[config.mk]
export PLATFORM = sky130hd
export DESIGN_NAME = sarg_host_flat
export DESIGN_NICKNAME = d
export VERILOG_FILES = /design/src/verilog/sarg_pkg.sv /design/src/verilog/sarg_link_if.sv /design/src/verilog/sarg_host.sv /design/src/flat_wrapper.sv
export SDC_FILE = /design/constraint.sdc
export NUM_CORES = 1
export LEC_CHECK = 0
export BUFFER_PORTS_ARGS = -buffer_cell sky130_fd_sc_hd__buf_2
export CORE_MARGIN = 4
export CORE_UTILIZATION = 51
export DETAILED_ROUTE_END_ITERATION = 10
export PLACE_DENSITY = 0.67
export SYNTH_ARGS = -nofsm -noshare
export SYNTH_HDL_FRONTEND = slang
export SYNTH_SLANG_ARGS = --single-unit
[constraint.sdc]
create_clock -name clk_i -period 2.6 [get_ports clk_i]
set_input_delay 0.13 -clock clk_i [delete_from_list [all_inputs] [get_ports clk_i]]
set_output_delay 0.13 -clock clk_i [all_outputs]
set_load 0.005 [all_outputs]
[src/verilog/sarg_pkg.sv]
package sarg_pkg;
  localparam int SARG_RESULT_W   = 8;
  localparam int SARG_SAMPLE_BEG = 4;
  localparam int SARG_SAMPLE_END = 8;
  localparam int SARG_CLK_MHZ    = 10;
  localparam int SARG_CONV_US    = 17;
  localparam int SARG_CONV_CYC   = SARG_CONV_US * SARG_CLK_MHZ;
  localparam int SARG_IOCLK_MAX_KHZ = 2048;
  localparam int SARG_DIV_HALF   = (SARG_CLK_MHZ * 1000 + 2 * SARG_IOCLK_MAX_KHZ - 1)
                                   / (2 * SARG_IOCLK_MAX_KHZ);
  localparam int SARG_CONV_LINK_CYC = 36;
  localparam logic SARG_SEL_ON   = 1'b0;
  localparam logic SARG_SEL_OFF  = 1'b1;
endpackage

[src/verilog/sarg_link_if.sv]
`timescale 1ns/1ps
interface sarg_link_if;
  logic io_clk;
  logic select_n;
  logic data_out;
  logic data_oe;
  modport dev (input io_clk, input select_n, output data_out, output data_oe);
  modport host (output io_clk, output select_n, input data_out, input data_oe);
endinterface

[src/verilog/sarg_host.sv]
`timescale 1ns/1ps
// Overview of operation
// - select low starts a readout cycle
// - capture bit before io clock falls
// - device samples from fourth to eighth fall
// - conversion at eighth fall, host waits 17us
// - select high: device ignores clock, output off
// - io clock no faster than 2.048 MHz
// - no channel address shifted in
// - select follows latched select address bit
// - each input read makes one clock pulse
// - flip-flop latches select bit on bus clock
// - qualify bit gates select latch updates; no qualify bit here, the latch changes only on a start in idle or on release
// - clock gate bit gates io clock rise; no such bit here, the divider tick times each rise in SARG_SEL and SARG_LOW
// - clock gate bit enables data onto bus; no such bit or bus here, result_o is a register loaded at release
// - select released after eight bits
// - select port pin drives select directly
// - io clock delayed for setup and hold
// - result readable after select releases
module sarg_host
  import sarg_pkg::*;
#(
  parameter int RESULT_W  = SARG_RESULT_W,
  parameter int DIV_HALF  = SARG_DIV_HALF,
  parameter int CONV_CYC  = SARG_CONV_CYC
) (
  input  wire logic                clk_i,
  input  wire logic                rst_n_i,
  input  wire logic                start_i,
  output logic                     busy_o,
  output logic                     done_o,
  output logic [RESULT_W-1:0]      result_o,
  sarg_link_if.host                link
);
  typedef enum logic [2:0] {SARG_IDLE, SARG_SEL, SARG_HIGH, SARG_LOW, SARG_REL, SARG_WAIT}
    sarg_state_e;
  sarg_state_e                 state;
  sarg_state_e                 next_state;
  logic [7:0]                  div;
  logic [3:0]                  nbit;
  logic [15:0]                 wait_cnt;
  logic [RESULT_W-1:0]         shreg;
  logic                        select_address_bit;
  logic                        io_clk_q;
  logic                        io_clk_dly;
  logic                        d_s1;
  logic                        d_s2;
  logic                        d_s3;
  logic                        d_bit;
  wire                         tick        = (div == 8'(DIV_HALF - 1));
  wire                         last        = (nbit == 4'(RESULT_W));
  wire                         wait_zero   = (wait_cnt == 16'h0000);
  wire                         take        = (state == SARG_IDLE) && start_i;
  wire                         rise_now    = tick && ((state == SARG_SEL) ||
                                                      ((state == SARG_LOW) && !last));
  wire                         fall_now    = tick && (state == SARG_HIGH);
  wire                         release_now = (state == SARG_REL);

  // pin input, three stages; second and third must agree
  always_ff @(posedge clk_i or negedge rst_n_i) begin
    if (!rst_n_i) begin
      d_s1 <= 1'b0;
      d_s2 <= 1'b0;
      d_s3 <= 1'b0;
    end else begin
      d_s1 <= link.data_out;
      d_s2 <= d_s1;
      d_s3 <= d_s2;
    end
  end
  wire d_agree = (d_s2 == d_s3);

  // a bit in motion is never taken; the low phase leaves room for it to settle
  always_ff @(posedge clk_i or negedge rst_n_i) begin
    if (!rst_n_i) begin
      d_bit <= 1'b0;
    end else if (d_agree) begin
      d_bit <= d_s3;
    end
  end

  assign link.select_n = select_address_bit;
  assign link.io_clk   = io_clk_dly;

  always_ff @(posedge clk_i or negedge rst_n_i) begin
    if (!rst_n_i) begin
      io_clk_dly <= 1'b0;
    end else begin
      io_clk_dly <= io_clk_q; // one clock of delay past select setup
    end
  end

  always_ff @(posedge clk_i or negedge rst_n_i) begin
    if (!rst_n_i) begin
      div <= 8'h00;
    end else begin
      div <= tick ? 8'h00 : div + 8'h01; // half period rounded up
    end
  end

  always_comb begin
    next_state = state;
    unique case (state)
      SARG_IDLE: begin
        if (start_i) begin
          next_state = SARG_SEL;
        end
      end
      SARG_SEL: begin
        if (tick) begin
          next_state = SARG_HIGH;
        end
      end
      SARG_HIGH: begin
        if (tick) begin
          next_state = SARG_LOW;
        end
      end
      SARG_LOW: begin
        if (tick) begin
          if (last) begin
            next_state = SARG_REL;
          end else begin
            next_state = SARG_HIGH;
          end
        end
      end
      SARG_REL: begin
        next_state = SARG_WAIT;
      end
      SARG_WAIT: begin
        if (wait_zero) begin
          next_state = SARG_IDLE;
        end
      end
    endcase
  end

  always_ff @(posedge clk_i or negedge rst_n_i) begin
    if (!rst_n_i) begin
      state <= SARG_IDLE;
    end else begin
      state <= next_state;
    end
  end

  always_ff @(posedge clk_i or negedge rst_n_i) begin
    if (!rst_n_i) begin
      nbit <= 4'h0;
    end else if (take) begin
      nbit <= 4'h0;
    end else if (fall_now) begin
      nbit <= nbit + 4'h1;
    end
  end

  always_ff @(posedge clk_i or negedge rst_n_i) begin
    if (!rst_n_i) begin
      shreg <= '0;
    end else if (fall_now) begin
      shreg <= {shreg[RESULT_W-2:0], d_bit};
    end
  end

  always_ff @(posedge clk_i or negedge rst_n_i) begin
    if (!rst_n_i) begin
      select_address_bit <= SARG_SEL_OFF;
    end else if (take) begin
      select_address_bit <= SARG_SEL_ON;
    end else if (release_now) begin
      select_address_bit <= SARG_SEL_OFF;
    end
  end

  always_ff @(posedge clk_i or negedge rst_n_i) begin
    if (!rst_n_i) begin
      io_clk_q <= 1'b0;
    end else if (rise_now) begin
      io_clk_q <= 1'b1; // one pulse per bit
    end else if (fall_now) begin
      io_clk_q <= 1'b0;
    end
  end

  always_ff @(posedge clk_i or negedge rst_n_i) begin
    if (!rst_n_i) begin
      wait_cnt <= 16'h0000;
    end else if (release_now) begin
      wait_cnt <= 16'(CONV_CYC);
    end else if ((state == SARG_WAIT) && !wait_zero) begin
      wait_cnt <= wait_cnt - 16'h0001;
    end
  end

  always_ff @(posedge clk_i or negedge rst_n_i) begin
    if (!rst_n_i) begin
      busy_o <= 1'b0;
    end else if (take) begin
      busy_o <= 1'b1;
    end else if ((state == SARG_WAIT) && wait_zero) begin
      busy_o <= 1'b0; // no new frame until the conversion time is over
    end
  end

  always_ff @(posedge clk_i or negedge rst_n_i) begin
    if (!rst_n_i) begin
      done_o <= 1'b0;
    end else begin
      done_o <= release_now;
    end
  end

  always_ff @(posedge clk_i or negedge rst_n_i) begin
    if (!rst_n_i) begin
      result_o <= '0;
    end else if (release_now) begin
      result_o <= shreg;
    end
  end
endmodule

[src/flat_wrapper.sv]
// flat-port wrapper written by rule: the top's interface ports become plain ports
module sarg_host_flat import sarg_pkg::*;
#(
  parameter int RESULT_W  = SARG_RESULT_W,
  parameter int DIV_HALF  = SARG_DIV_HALF,
  parameter int CONV_CYC  = SARG_CONV_CYC
)
  (clk_i, rst_n_i, start_i, busy_o, done_o, result_o, link_io_clk, link_select_n, link_data_out, link_data_oe);
  sarg_link_if link_i ();
  input  wire logic clk_i;
  input  wire logic rst_n_i;
  input  wire logic start_i;
  output logic busy_o;
  output logic done_o;
  output logic [RESULT_W-1:0] result_o;
  output wire logic [$bits(link_i.io_clk)-1:0] link_io_clk;
  output wire logic [$bits(link_i.select_n)-1:0] link_select_n;
  input wire logic [$bits(link_i.data_out)-1:0] link_data_out;
  input wire logic [$bits(link_i.data_oe)-1:0] link_data_oe;
  assign link_io_clk = link_i.io_clk;
  assign link_select_n = link_i.select_n;
  assign link_i.data_out = link_data_out;
  assign link_i.data_oe = link_data_oe;
  sarg_host #(.RESULT_W(RESULT_W), .DIV_HALF(DIV_HALF), .CONV_CYC(CONV_CYC)) u_core (.clk_i(clk_i), .rst_n_i(rst_n_i), .start_i(start_i), .busy_o(busy_o), .done_o(done_o), .result_o(result_o), .link(link_i));
endmodule
# After elaboration in Yosys (flattened, before gate mapping)
# Cells that the tools add are included.
totals:
  register_bits: 56
  inputBits: 5
  out_inout_bits: 12
  word_cells: 66
op_classes:
  add_sub_neg: 3
  n_mux: 18
  n_reduce_logical: 17
  eq_ne: 13
op_table:
  columns: ["operator", "n"]
  rows:
  - ["16-bit 2-to-1 mux", 2]
  - ["3-bit 2-to-1 mux", 6]
  - ["3-bit one-hot mux with 6 select lines", 1]
  - ["16-bit logical NOT", 1]
  - ["16-bit by 1-bit subtractor with 16-bit output (second input constant)", 1]
  - ["2-bit nonzero test", 5]
  - ["8-bit by 1-bit adder with 8-bit output (second input constant)", 1]
  - ["8-bit by 2-bit equality test with 1-bit output (second input constant)", 1]
  - ["4-bit 2-to-1 mux", 2]
  - ["8-bit 2-to-1 mux", 1]
  - ["2-bit by 1-bit != test with 1-bit output (second input constant)", 4]
  - ["3-bit by 2-bit equality test with 1-bit output (second input constant)", 2]
  - ["3-bit equality test (second input constant)", 2]
  - ["1-bit logical AND", 6]
  - ["1-bit 2-to-1 mux", 6]
  - ["5-bit AND reduction", 1]
  - ["4-bit by 1-bit adder with 4-bit output (second input constant)", 1]
  - ["4-bit equality test (second input constant)", 1]
  - ["3-bit by 1-bit equality test with 1-bit output (second input constant)", 1]
  - ["3-bit logical NOT", 1]
  - ["1-bit logical NOT", 2]
  - ["2-bit != test (second input constant)", 1]
  - ["1-bit equality test", 1]
  - ["1-bit logical OR", 1]

# Longest topological paths before layout
# Gate-level depths: netlist of the first run.
logic_depth:
  word_depth: 6
  mapped_depth: 8
  mapped_depth_nobuf: 6

# Worst setup path before layout of the first run
# Ideal clock, no wire load.
synth_timing:
  kind: "register -> register"
  start: "register u_core.wait_cnt[6]"
  end: "register u_core.wait_cnt[11]"
  required_time_ns: 2.522
  setup_slack_ns: 0.450
  arrival_ns: 2.072
  stages_incl_launch_ff: 6
  cell_sequence: "dfrtp_1 or4_4 or4_1 buf_2 or4_1 a21oi_1"
synth_between:
  elab_chain_len: 4
synth_rtl:
  columns: ["element", "line", "text"]
  rows:
  - ["start: declaration", "sarg_host.sv:41", "logic [15:0] wait_cnt;"]
  - ["start signal: assignment", "sarg_host.sv:189", "wait_cnt <= 16'(CONV_CYC);"]
  - ["start signal: assignment", "sarg_host.sv:191", "wait_cnt <= wait_cnt - 16'h0001;"]
  - ["parallel branches: the longest is 4 deep, another holds 16-bit by 1-bit subtractor with 16-bit output", null, null]
# Parallel ways; which one is timed is not known. The select of a mux whose other input is x is not followed.
# A chain may end at the register's enable or synchronous reset.

# Final worst setup path of the first run
# Ends and elaborated chain as after synthesis.

==> key figures, run 1 <==
Worst setup path
  • CP top delay family: simple AND/OR/NAND/NOR gates
  • Worst Path Required: 2840 ps
  • CP max FO: 10
  • Crit-path cells: or4_4, or4_1, or4_1, a21oi_1
  • CP Class: flop to flop
  • Reg2reg setup slack: approximately 260 ps
  • CP arrival: between 2000 and 3000 ps
  • CP max stage cell: or4_1
  • Max stage delay on crit path: ~600 ps
  • RR Endpoint: u_core.wait_cnt[11]
  • Most common cell on crit path: or4_1
  • Number of buffers and inverters on the critical path: 0
  • FF-to-FF path depth: 4
  • Worst r2r src: u_core.wait_cnt[6]
  • Startpoint Class: flop
  • Critical Path End Type: flop

Place
  • I/O Buffers: 15
  • Detail Placement HPWL: roughly 3200 um
  • Placement Setup Slack: between 200 and 300 ps
  • GPL Wtd Cong: 0.782
  • Placed cell areas: 0.00271 mm2

Synth
  • Cells after Synth: 235
  • Register area share after synthesis: approximately 55%
  • Synthesized area: 0.00254 mm2
  • Netlist cell types: 45
  • Yosys reg bits: 56
  • Syn Area/Cell: 10.8 um2
  • Post-synth EDFFs: 0
  • Synth warn: 0
  • Async SR Flop Fraction: 100%
  • Syn Nets: between 200 and 250
  • Top_reg_cell synth: dfrtp_1

Power
  • Comb power frac: between 20% and 30%
  • Peak supply drop: ~0.53 mV
  • Power Density: 729 mW/mm2
  • Switching pwr: about 630 uW
  • Internal power: ~1400 uW
  • Leak pwr: approximately 0.0014 uW
  • Design Power: around 2100 uW
  • Sequential share of power: a little under three fifths
  • Sw frac: 30.4%
  • Clock network power share: ~25%

Timing
  • Fmax: around 430 MHz
  • Final period util: approximately 90%
  • Final hold vios: 0
  • Max-slew violation count: 0
  • Worst setup slack after layout: between 200 and 300 ps
  • Slew HR: approximately three fifths
  • Post-layout minimum cycle time: 2340 ps
  • Final Skew: between 4 and 5 ps
  • Setup_tns: 0 ps
  • # setup viols final: 0
  • RSZ-0062 raised after global routing: false
  • Worst-margin pin slew: between 500 and 600 ps

Layout
  • Area Overhead vs Synth: 11.2%
  • Utilization after layout: between 50% and 60%
  • Final antenna diode count: 0
  • Finished Cell Area: approximately 0.0028 mm2
  • Layout cells sized above 1: a little under a fifth
  • Final #Nets: 266

Min path
  • Hold Path Depth: 4
  • Hold Crit Class: input pin to flop
  • WHS Endpoint: u_core.link.select_n
  • Hold_sp: start_i

Detailed routing
  • DRC: 0
  • Antenna viol nets, final: 0
  • Post-Route WL: approximately 4600 um
  • Vias/cell: 5.43
  • Initial drt markers: roughly 100
  • Drt wl/cell: around 14 um
  • Number of iterations in the first detailed-routing pass: 4
  • Vias: between 1,500 and 2,000

GRT
  • Global Route Usage Sum: about 17%
  • GR Overflow Total: 0
  • Largest net degree at the start of global routing: 41
  • Antenna violations before repair: 0
  • First-pass GRT wire length: ~8500 um
  • Vias in the first global route: about 1,800

Clock tree
  • Post CTS Setup Buffer Count: 0
  • CTS buffer count: 5
  • Htree depth: 2
  • CTS sink cnt: between 50 and 60
  • Clk Latency, worst-skew pair: ~310 ps
  • CTS clk-pin slew, worst paths: about 100 ps
  • Clock buffer depth: 2
  • CTS tree: done
  • CTS root buf: clkbuf_8

Floorplan
  • Die Y: 78.6 um
  • Row cnt: 25
  • I/O Pins: 17
  • Die Footprint: approximately 0.0062 mm2
  • Die X: 78.6 um
  • Initial core utilization: 53.1%
  • Core region area: around 0.0048 mm2

Flow run
  • Max-cap violations: 0

Run status
  • Outcome: completed
==> timing repair <==
item / 4_1_cts / 5_1_grt
endpoints found under the hold margin: 17 / 0
gates resized for setup: 0 / 0
hold buffers: 2 / 0
endpoints found under the setup margin: 0 / 0
==> metrics by stage <==
step	instances	hold WS [ps]
floorplan	235	-166
global placement	314	69.3
detailed placement	314	72.6
CTS	324	62.1
global route	324	71.2
finish	324	70.7
==> area by class of cell <==
cell class | count | area [um2]
Sequential cell | 56 | 1400
Clock buffer | 6 | 82.6
Tap cell | 67 | 83.8
Timing Repair Buffer | 23 | 140
Fill cell | 419 | 1960
Clock inverter | 2 | 13.8
Multi-Input combinational cell | 164 | 1080
Inverter | 6 | 22.5
==> cell usage in the layout (no fill, tap or decap), types with 2 or more instances in the layout <==
cell type      netlist  final
xor2_1               3      3
dlygate4sd3_1        0      2
o211ai_1             2      2
or4_1                9      9
dfrtp_1             55     55
or2_2                7      7
nand3_1              6      6
xnor2_1              6      6
a211oi_1             2      2
buf_2                2     15
inv_1                6      6
ha_1                 5      5
mux2_2               8      8
nor3_1               4      4
buf_4                0      6
and3_1               3      3
nor2b_1              3      3
a21oi_1             10     10
clkbuf_8             0      6
or3_1                2      2
nand4_1              2      2
mux2i_1             12     12
nor2_1              15     15
a2111oi_0            2      2
nor4_1               3      3
o21ai_0              2      2
o31ai_1              2      2
nand3b_1             2      2
nand2_1             37     37
==> registers in the layout (all words and copies together), names as in the netlist, 3 cells and up <==
| signal | cells |
|---|---|
| u_core.nbit | 4 |
| u_core.shreg | 8 |
| u_core.wait_cnt | 16 |
| u_core.result_o | 8 |
| u_core.div | 8 |
| u_core.state | 3 |
==> per-layer routing <==
metal	global-route usage (%)	up-vias	routed length [um]
met5	0	-	0
met4	7.52	0	80
met3	4.01	8	90
li1	-	873	-
met2	27.5	13	2250
met1	22.7	865	2210
==> tightest hold or removal path, delay by kind of cell <==
kind	cells	cell delay, ps
buf+inv	1	90
simple gates	3	160
==> power by group through the flow <==
stage                     logic (uW)  registers (uW)  clock network [uW]
after floorplan                  312            1110                   0
after global placement           395            1150                   0
after detailed placement         409            1160                   0
after CTS                        420            1140                 527
after global routing             470            1160                 550
final                            412            1140                 505
==> Yosys cell counts, types with 3 or more instances <==
library cell  count  area (um2)
dfrtp_1          55        1380
nand2_1          37         139
nor2_1           15        56.3
mux2i_1          12         120
a21oi_1          10        50.1
or4_1             9        67.6
mux2_2            8        90.1
clkbuf_1          7        26.3
or2_2             7        43.8
inv_1             6        22.5
nand3_1           6        30.0
xnor2_1           6        52.6
ha_1              5        62.6
nor3_1            4        20.0
and3_1            3        18.8
nor2b_1           3        18.8
nor4_1            3        18.8
xor2_1            3        26.3
==> logic make-up after synthesis <==
family,count (synthesis),share of synthesized area (%)
flops,56,55.2
mux,20,8.27
xor+xnor,9,3.10
fa+ha+maj,6,2.85
buf+inv,15,2.31
compound gates,27,7.33
simple gates,102,21.0
==> how the worst max path moves through the flow <==
stage,startpoint,to,cells past startpoint
after global placement,u_core.wait_cnt[6],u_core.wait_cnt[11],4
after detailed placement,u_core.wait_cnt[6],u_core.wait_cnt[11],4
after CTS,u_core.wait_cnt[6],u_core.wait_cnt[11],4
after floorplan,u_core.wait_cnt[6],u_core.wait_cnt[11],5
after global routing,u_core.wait_cnt[6],u_core.wait_cnt[14],4
final,u_core.wait_cnt[6],u_core.wait_cnt[11],4
Power figures use the tool's default switching activity.
==> inputs of run 2 (changes only) <==
--- a/config.mk
+++ b/config.mk
@@ -9,6 +9,7 @@
 export CORE_MARGIN = 4
 export CORE_UTILIZATION = 51
 export DETAILED_ROUTE_END_ITERATION = 10
+export HOLD_SLACK_MARGIN = 0.12
 export PLACE_DENSITY = 0.67
 export SYNTH_ARGS = -nofsm -noshare
 export SYNTH_HDL_FRONTEND = slang
==> key figures, run 2 (same netlist as run 1, synthesis figures left out) <==
Layout
  • Top reg by flops: u_core.wait_cnt
  • Finished Cell Area: 0.00284 mm2 (+0.35%)
  • Max reg flops: 16 (unchanged)
  • Final antenna diode count: 0 (unchanged)
  • Most common cell after layout, fill and taps aside: dfrtp_1
  • Area Overhead vs Synth: 11.6%
  • Fillers: 417 (-0.48%)
  • Most frequent cells in the layout: 55 x dfrtp_1, 37 x nand2_1, 15 x nor2_1, 15 x buf_2, 12 x mux2i_1
  • Final #Nets: 267 (+0.38%)
  • Layout cells sized above 1: 18.6% (-0.072 points)

Floorplan
  • Core region area: 0.00479 mm2 (unchanged)
  • Die Y: 78.6 um (unchanged)
  • I/O Pins: 17 (unchanged)
  • Die X: 78.6 um (unchanged)
  • Die Footprint: 0.00618 mm2 (unchanged)
  • Initial core utilization: 53.1% (unchanged)
  • Row cnt: 25 (unchanged)

Power
  • Leak pwr: 0.00138 uW (+0.30%)
  • Peak supply drop: 0.531 mV (+0.63%)
  • Power Density: 725 mW/mm2 (-0.48%)

Detailed routing
  • Drt wl/cell: 14.2 um (-0.83%)
  • DRC: 0 (unchanged)
  • Vias/cell: 5.44 (+0.20%)
  • Post-Route WL: 4600 um (-0.52%)
  • Number of iterations in the first detailed-routing pass: 4 (unchanged)
  • Vias: 1,768 (+0.51%)
  • Initial drt markers: 97 (-4.0%)
  • Antenna viol nets, final: 0 (unchanged)

Clock tree
  • Post-cts gate resize count: 0 (unchanged)
  • Post CTS Setup Buffer Count: 0 (unchanged)
  • Clock buffer depth: 2 (unchanged)
  • CTS sink cnt: 56 (unchanged)
  • Htree depth: 2 (unchanged)
  • CTS tree: done
  • CTS root buf: clkbuf_8
  • Clk Latency, worst-skew pair: 310 ps (about the same)
  • CTS clk-pin slew, worst paths: 100 ps (about the same)
  • CTS buffer count: 5 (unchanged)

GRT
  • First-pass GRT wire length: 8450 um (-0.17%)
  • Antenna violations before repair: 0 (unchanged)
  • GR Overflow Total: 0 (unchanged)
  • Largest net degree at the start of global routing: 41 (unchanged)
  • Vias in the first global route: 1,818 (-0.33%)
  • Global Route Usage Sum: 17.3% (-0.025 points)

Timing
  • # setup viols final: 0 (unchanged)
  • Post-layout minimum cycle time: 2330 ps (-9.33 ps)
  • Slew HR: 58.5% (-0.46 points)
  • Fmax: 428 MHz (+0.40%)
  • RSZ-0062 raised after global routing: false
  • Final hold vios: 0 (unchanged)
  • Worst-margin pin slew: 607 ps (+6.77 ps)
  • Setup_tns: 0 ps (unchanged)
  • Max-slew violation count: 0 (unchanged)
  • Final Skew: 3.76 ps (-0.352 ps)
  • Final period util: 89.8% (-0.36 points)

Worst setup path
  • CP Capture Point: u_core.wait_cnt[11]
  • FF-to-FF path depth: 4 (unchanged)
  • CP arrival: 2580 ps (about the same)
  • Worst Path Required: 2840 ps (about the same)
  • RR Endpoint: u_core.wait_cnt[11]
  • Critical Path End Type: flop
  • CP max FO: 10 (unchanged)
  • CP Class: flop to flop
  • Reg2reg setup slack: 270 ps (about the same)
  • Startpoint Class: flop
  • Worst r2r src: u_core.wait_cnt[6]
  • Critical path origin: u_core.wait_cnt[6]

Run status
  • Outcome: completed

Place
  • I/O Buffers: 15 (unchanged)
  • Detail Placement HPWL: 3170 um (unchanged)
  • GPL Wtd Cong: 0.782 (unchanged)
  • Placed cell areas: 0.00271 mm2 (unchanged)

Flow run
  • Max-cap violations: 0 (unchanged)

Min path
  • Hold Crit Class: input pin to async pin
## run 2: cell count changes in the layout (fill, tap and decap cells not counted)
cell,change
dlygate4sd3_1,+1
## run 2: power by group
group	leakage, uW	internal [uW]	switching [uW]
Clock	0.0000516	218	283
Combinational	0.000597	199	214
Sequential	0.000732	1020	126
Total	0.00138	1430	624
## run 2: worst max-delay path, cell delays in order, from the launching register on
cell and delay, ps:
dfrtp_1 420, or4_4 570, or4_1 600, or4_1 530, a21oi_1 160
## run 2: layout make-up
type / count / area (um2) / share of cell area, %
Timing Repair Buffer: 24 / 150 / 5.29
Multi-Input combinational cell: 164 / 1080 / 38.1
Clock inverter: 2 / 13.8 / 0.485
Tap cell: 67 / 83.8 / 2.96
Sequential cell: 56 / 1400 / 49.4
Inverter: 6 / 22.5 / 0.794
Clock buffer: 6 / 82.6 / 2.91
## run 2: metrics by stage
stage	hold slack, ps	util [%]	total power (uW)	setup slack [ps]	std cells
floorplan	-166	-	1420	450	235
global placement	69.3	56.6	1550	335	314
detailed placement	72.6	56.6	1570	290	314
CTS	260	59.3	2090	258	325
global route	279	59.3	2180	187	325
finish	253	59.3	2060	266	325
## run 2: layer usage
metal  part of all wire [%]  global-route usage [%]
met1                     47                    22.6
met2                     49                    27.5
met3                    2.5                    4.01
met4                    1.8                    7.52
met5                      0                       0
## run 2: how the worst min path moves through the flow
stage | slack, ps | startpoint | end
2_1_floorplan | -170 | rst_n_i | u_core.busy_o
3_3_place_gp | 70 | rst_n_i | u_core.wait_cnt[13]
3_5_place_dp | 70 | rst_n_i | u_core.wait_cnt[14]
4_1_cts | 260 | rst_n_i | u_core.wait_cnt[14]
5_1_grt | 280 | rst_n_i | u_core.done_o
6_report | 250 | rst_n_i | u_core.wait_cnt[14]
## run 2: timing repair
item	in CTS	in global routing
hold buffers	3	0
setup endpoints to repair	0	0
hold endpoints to repair	18	0
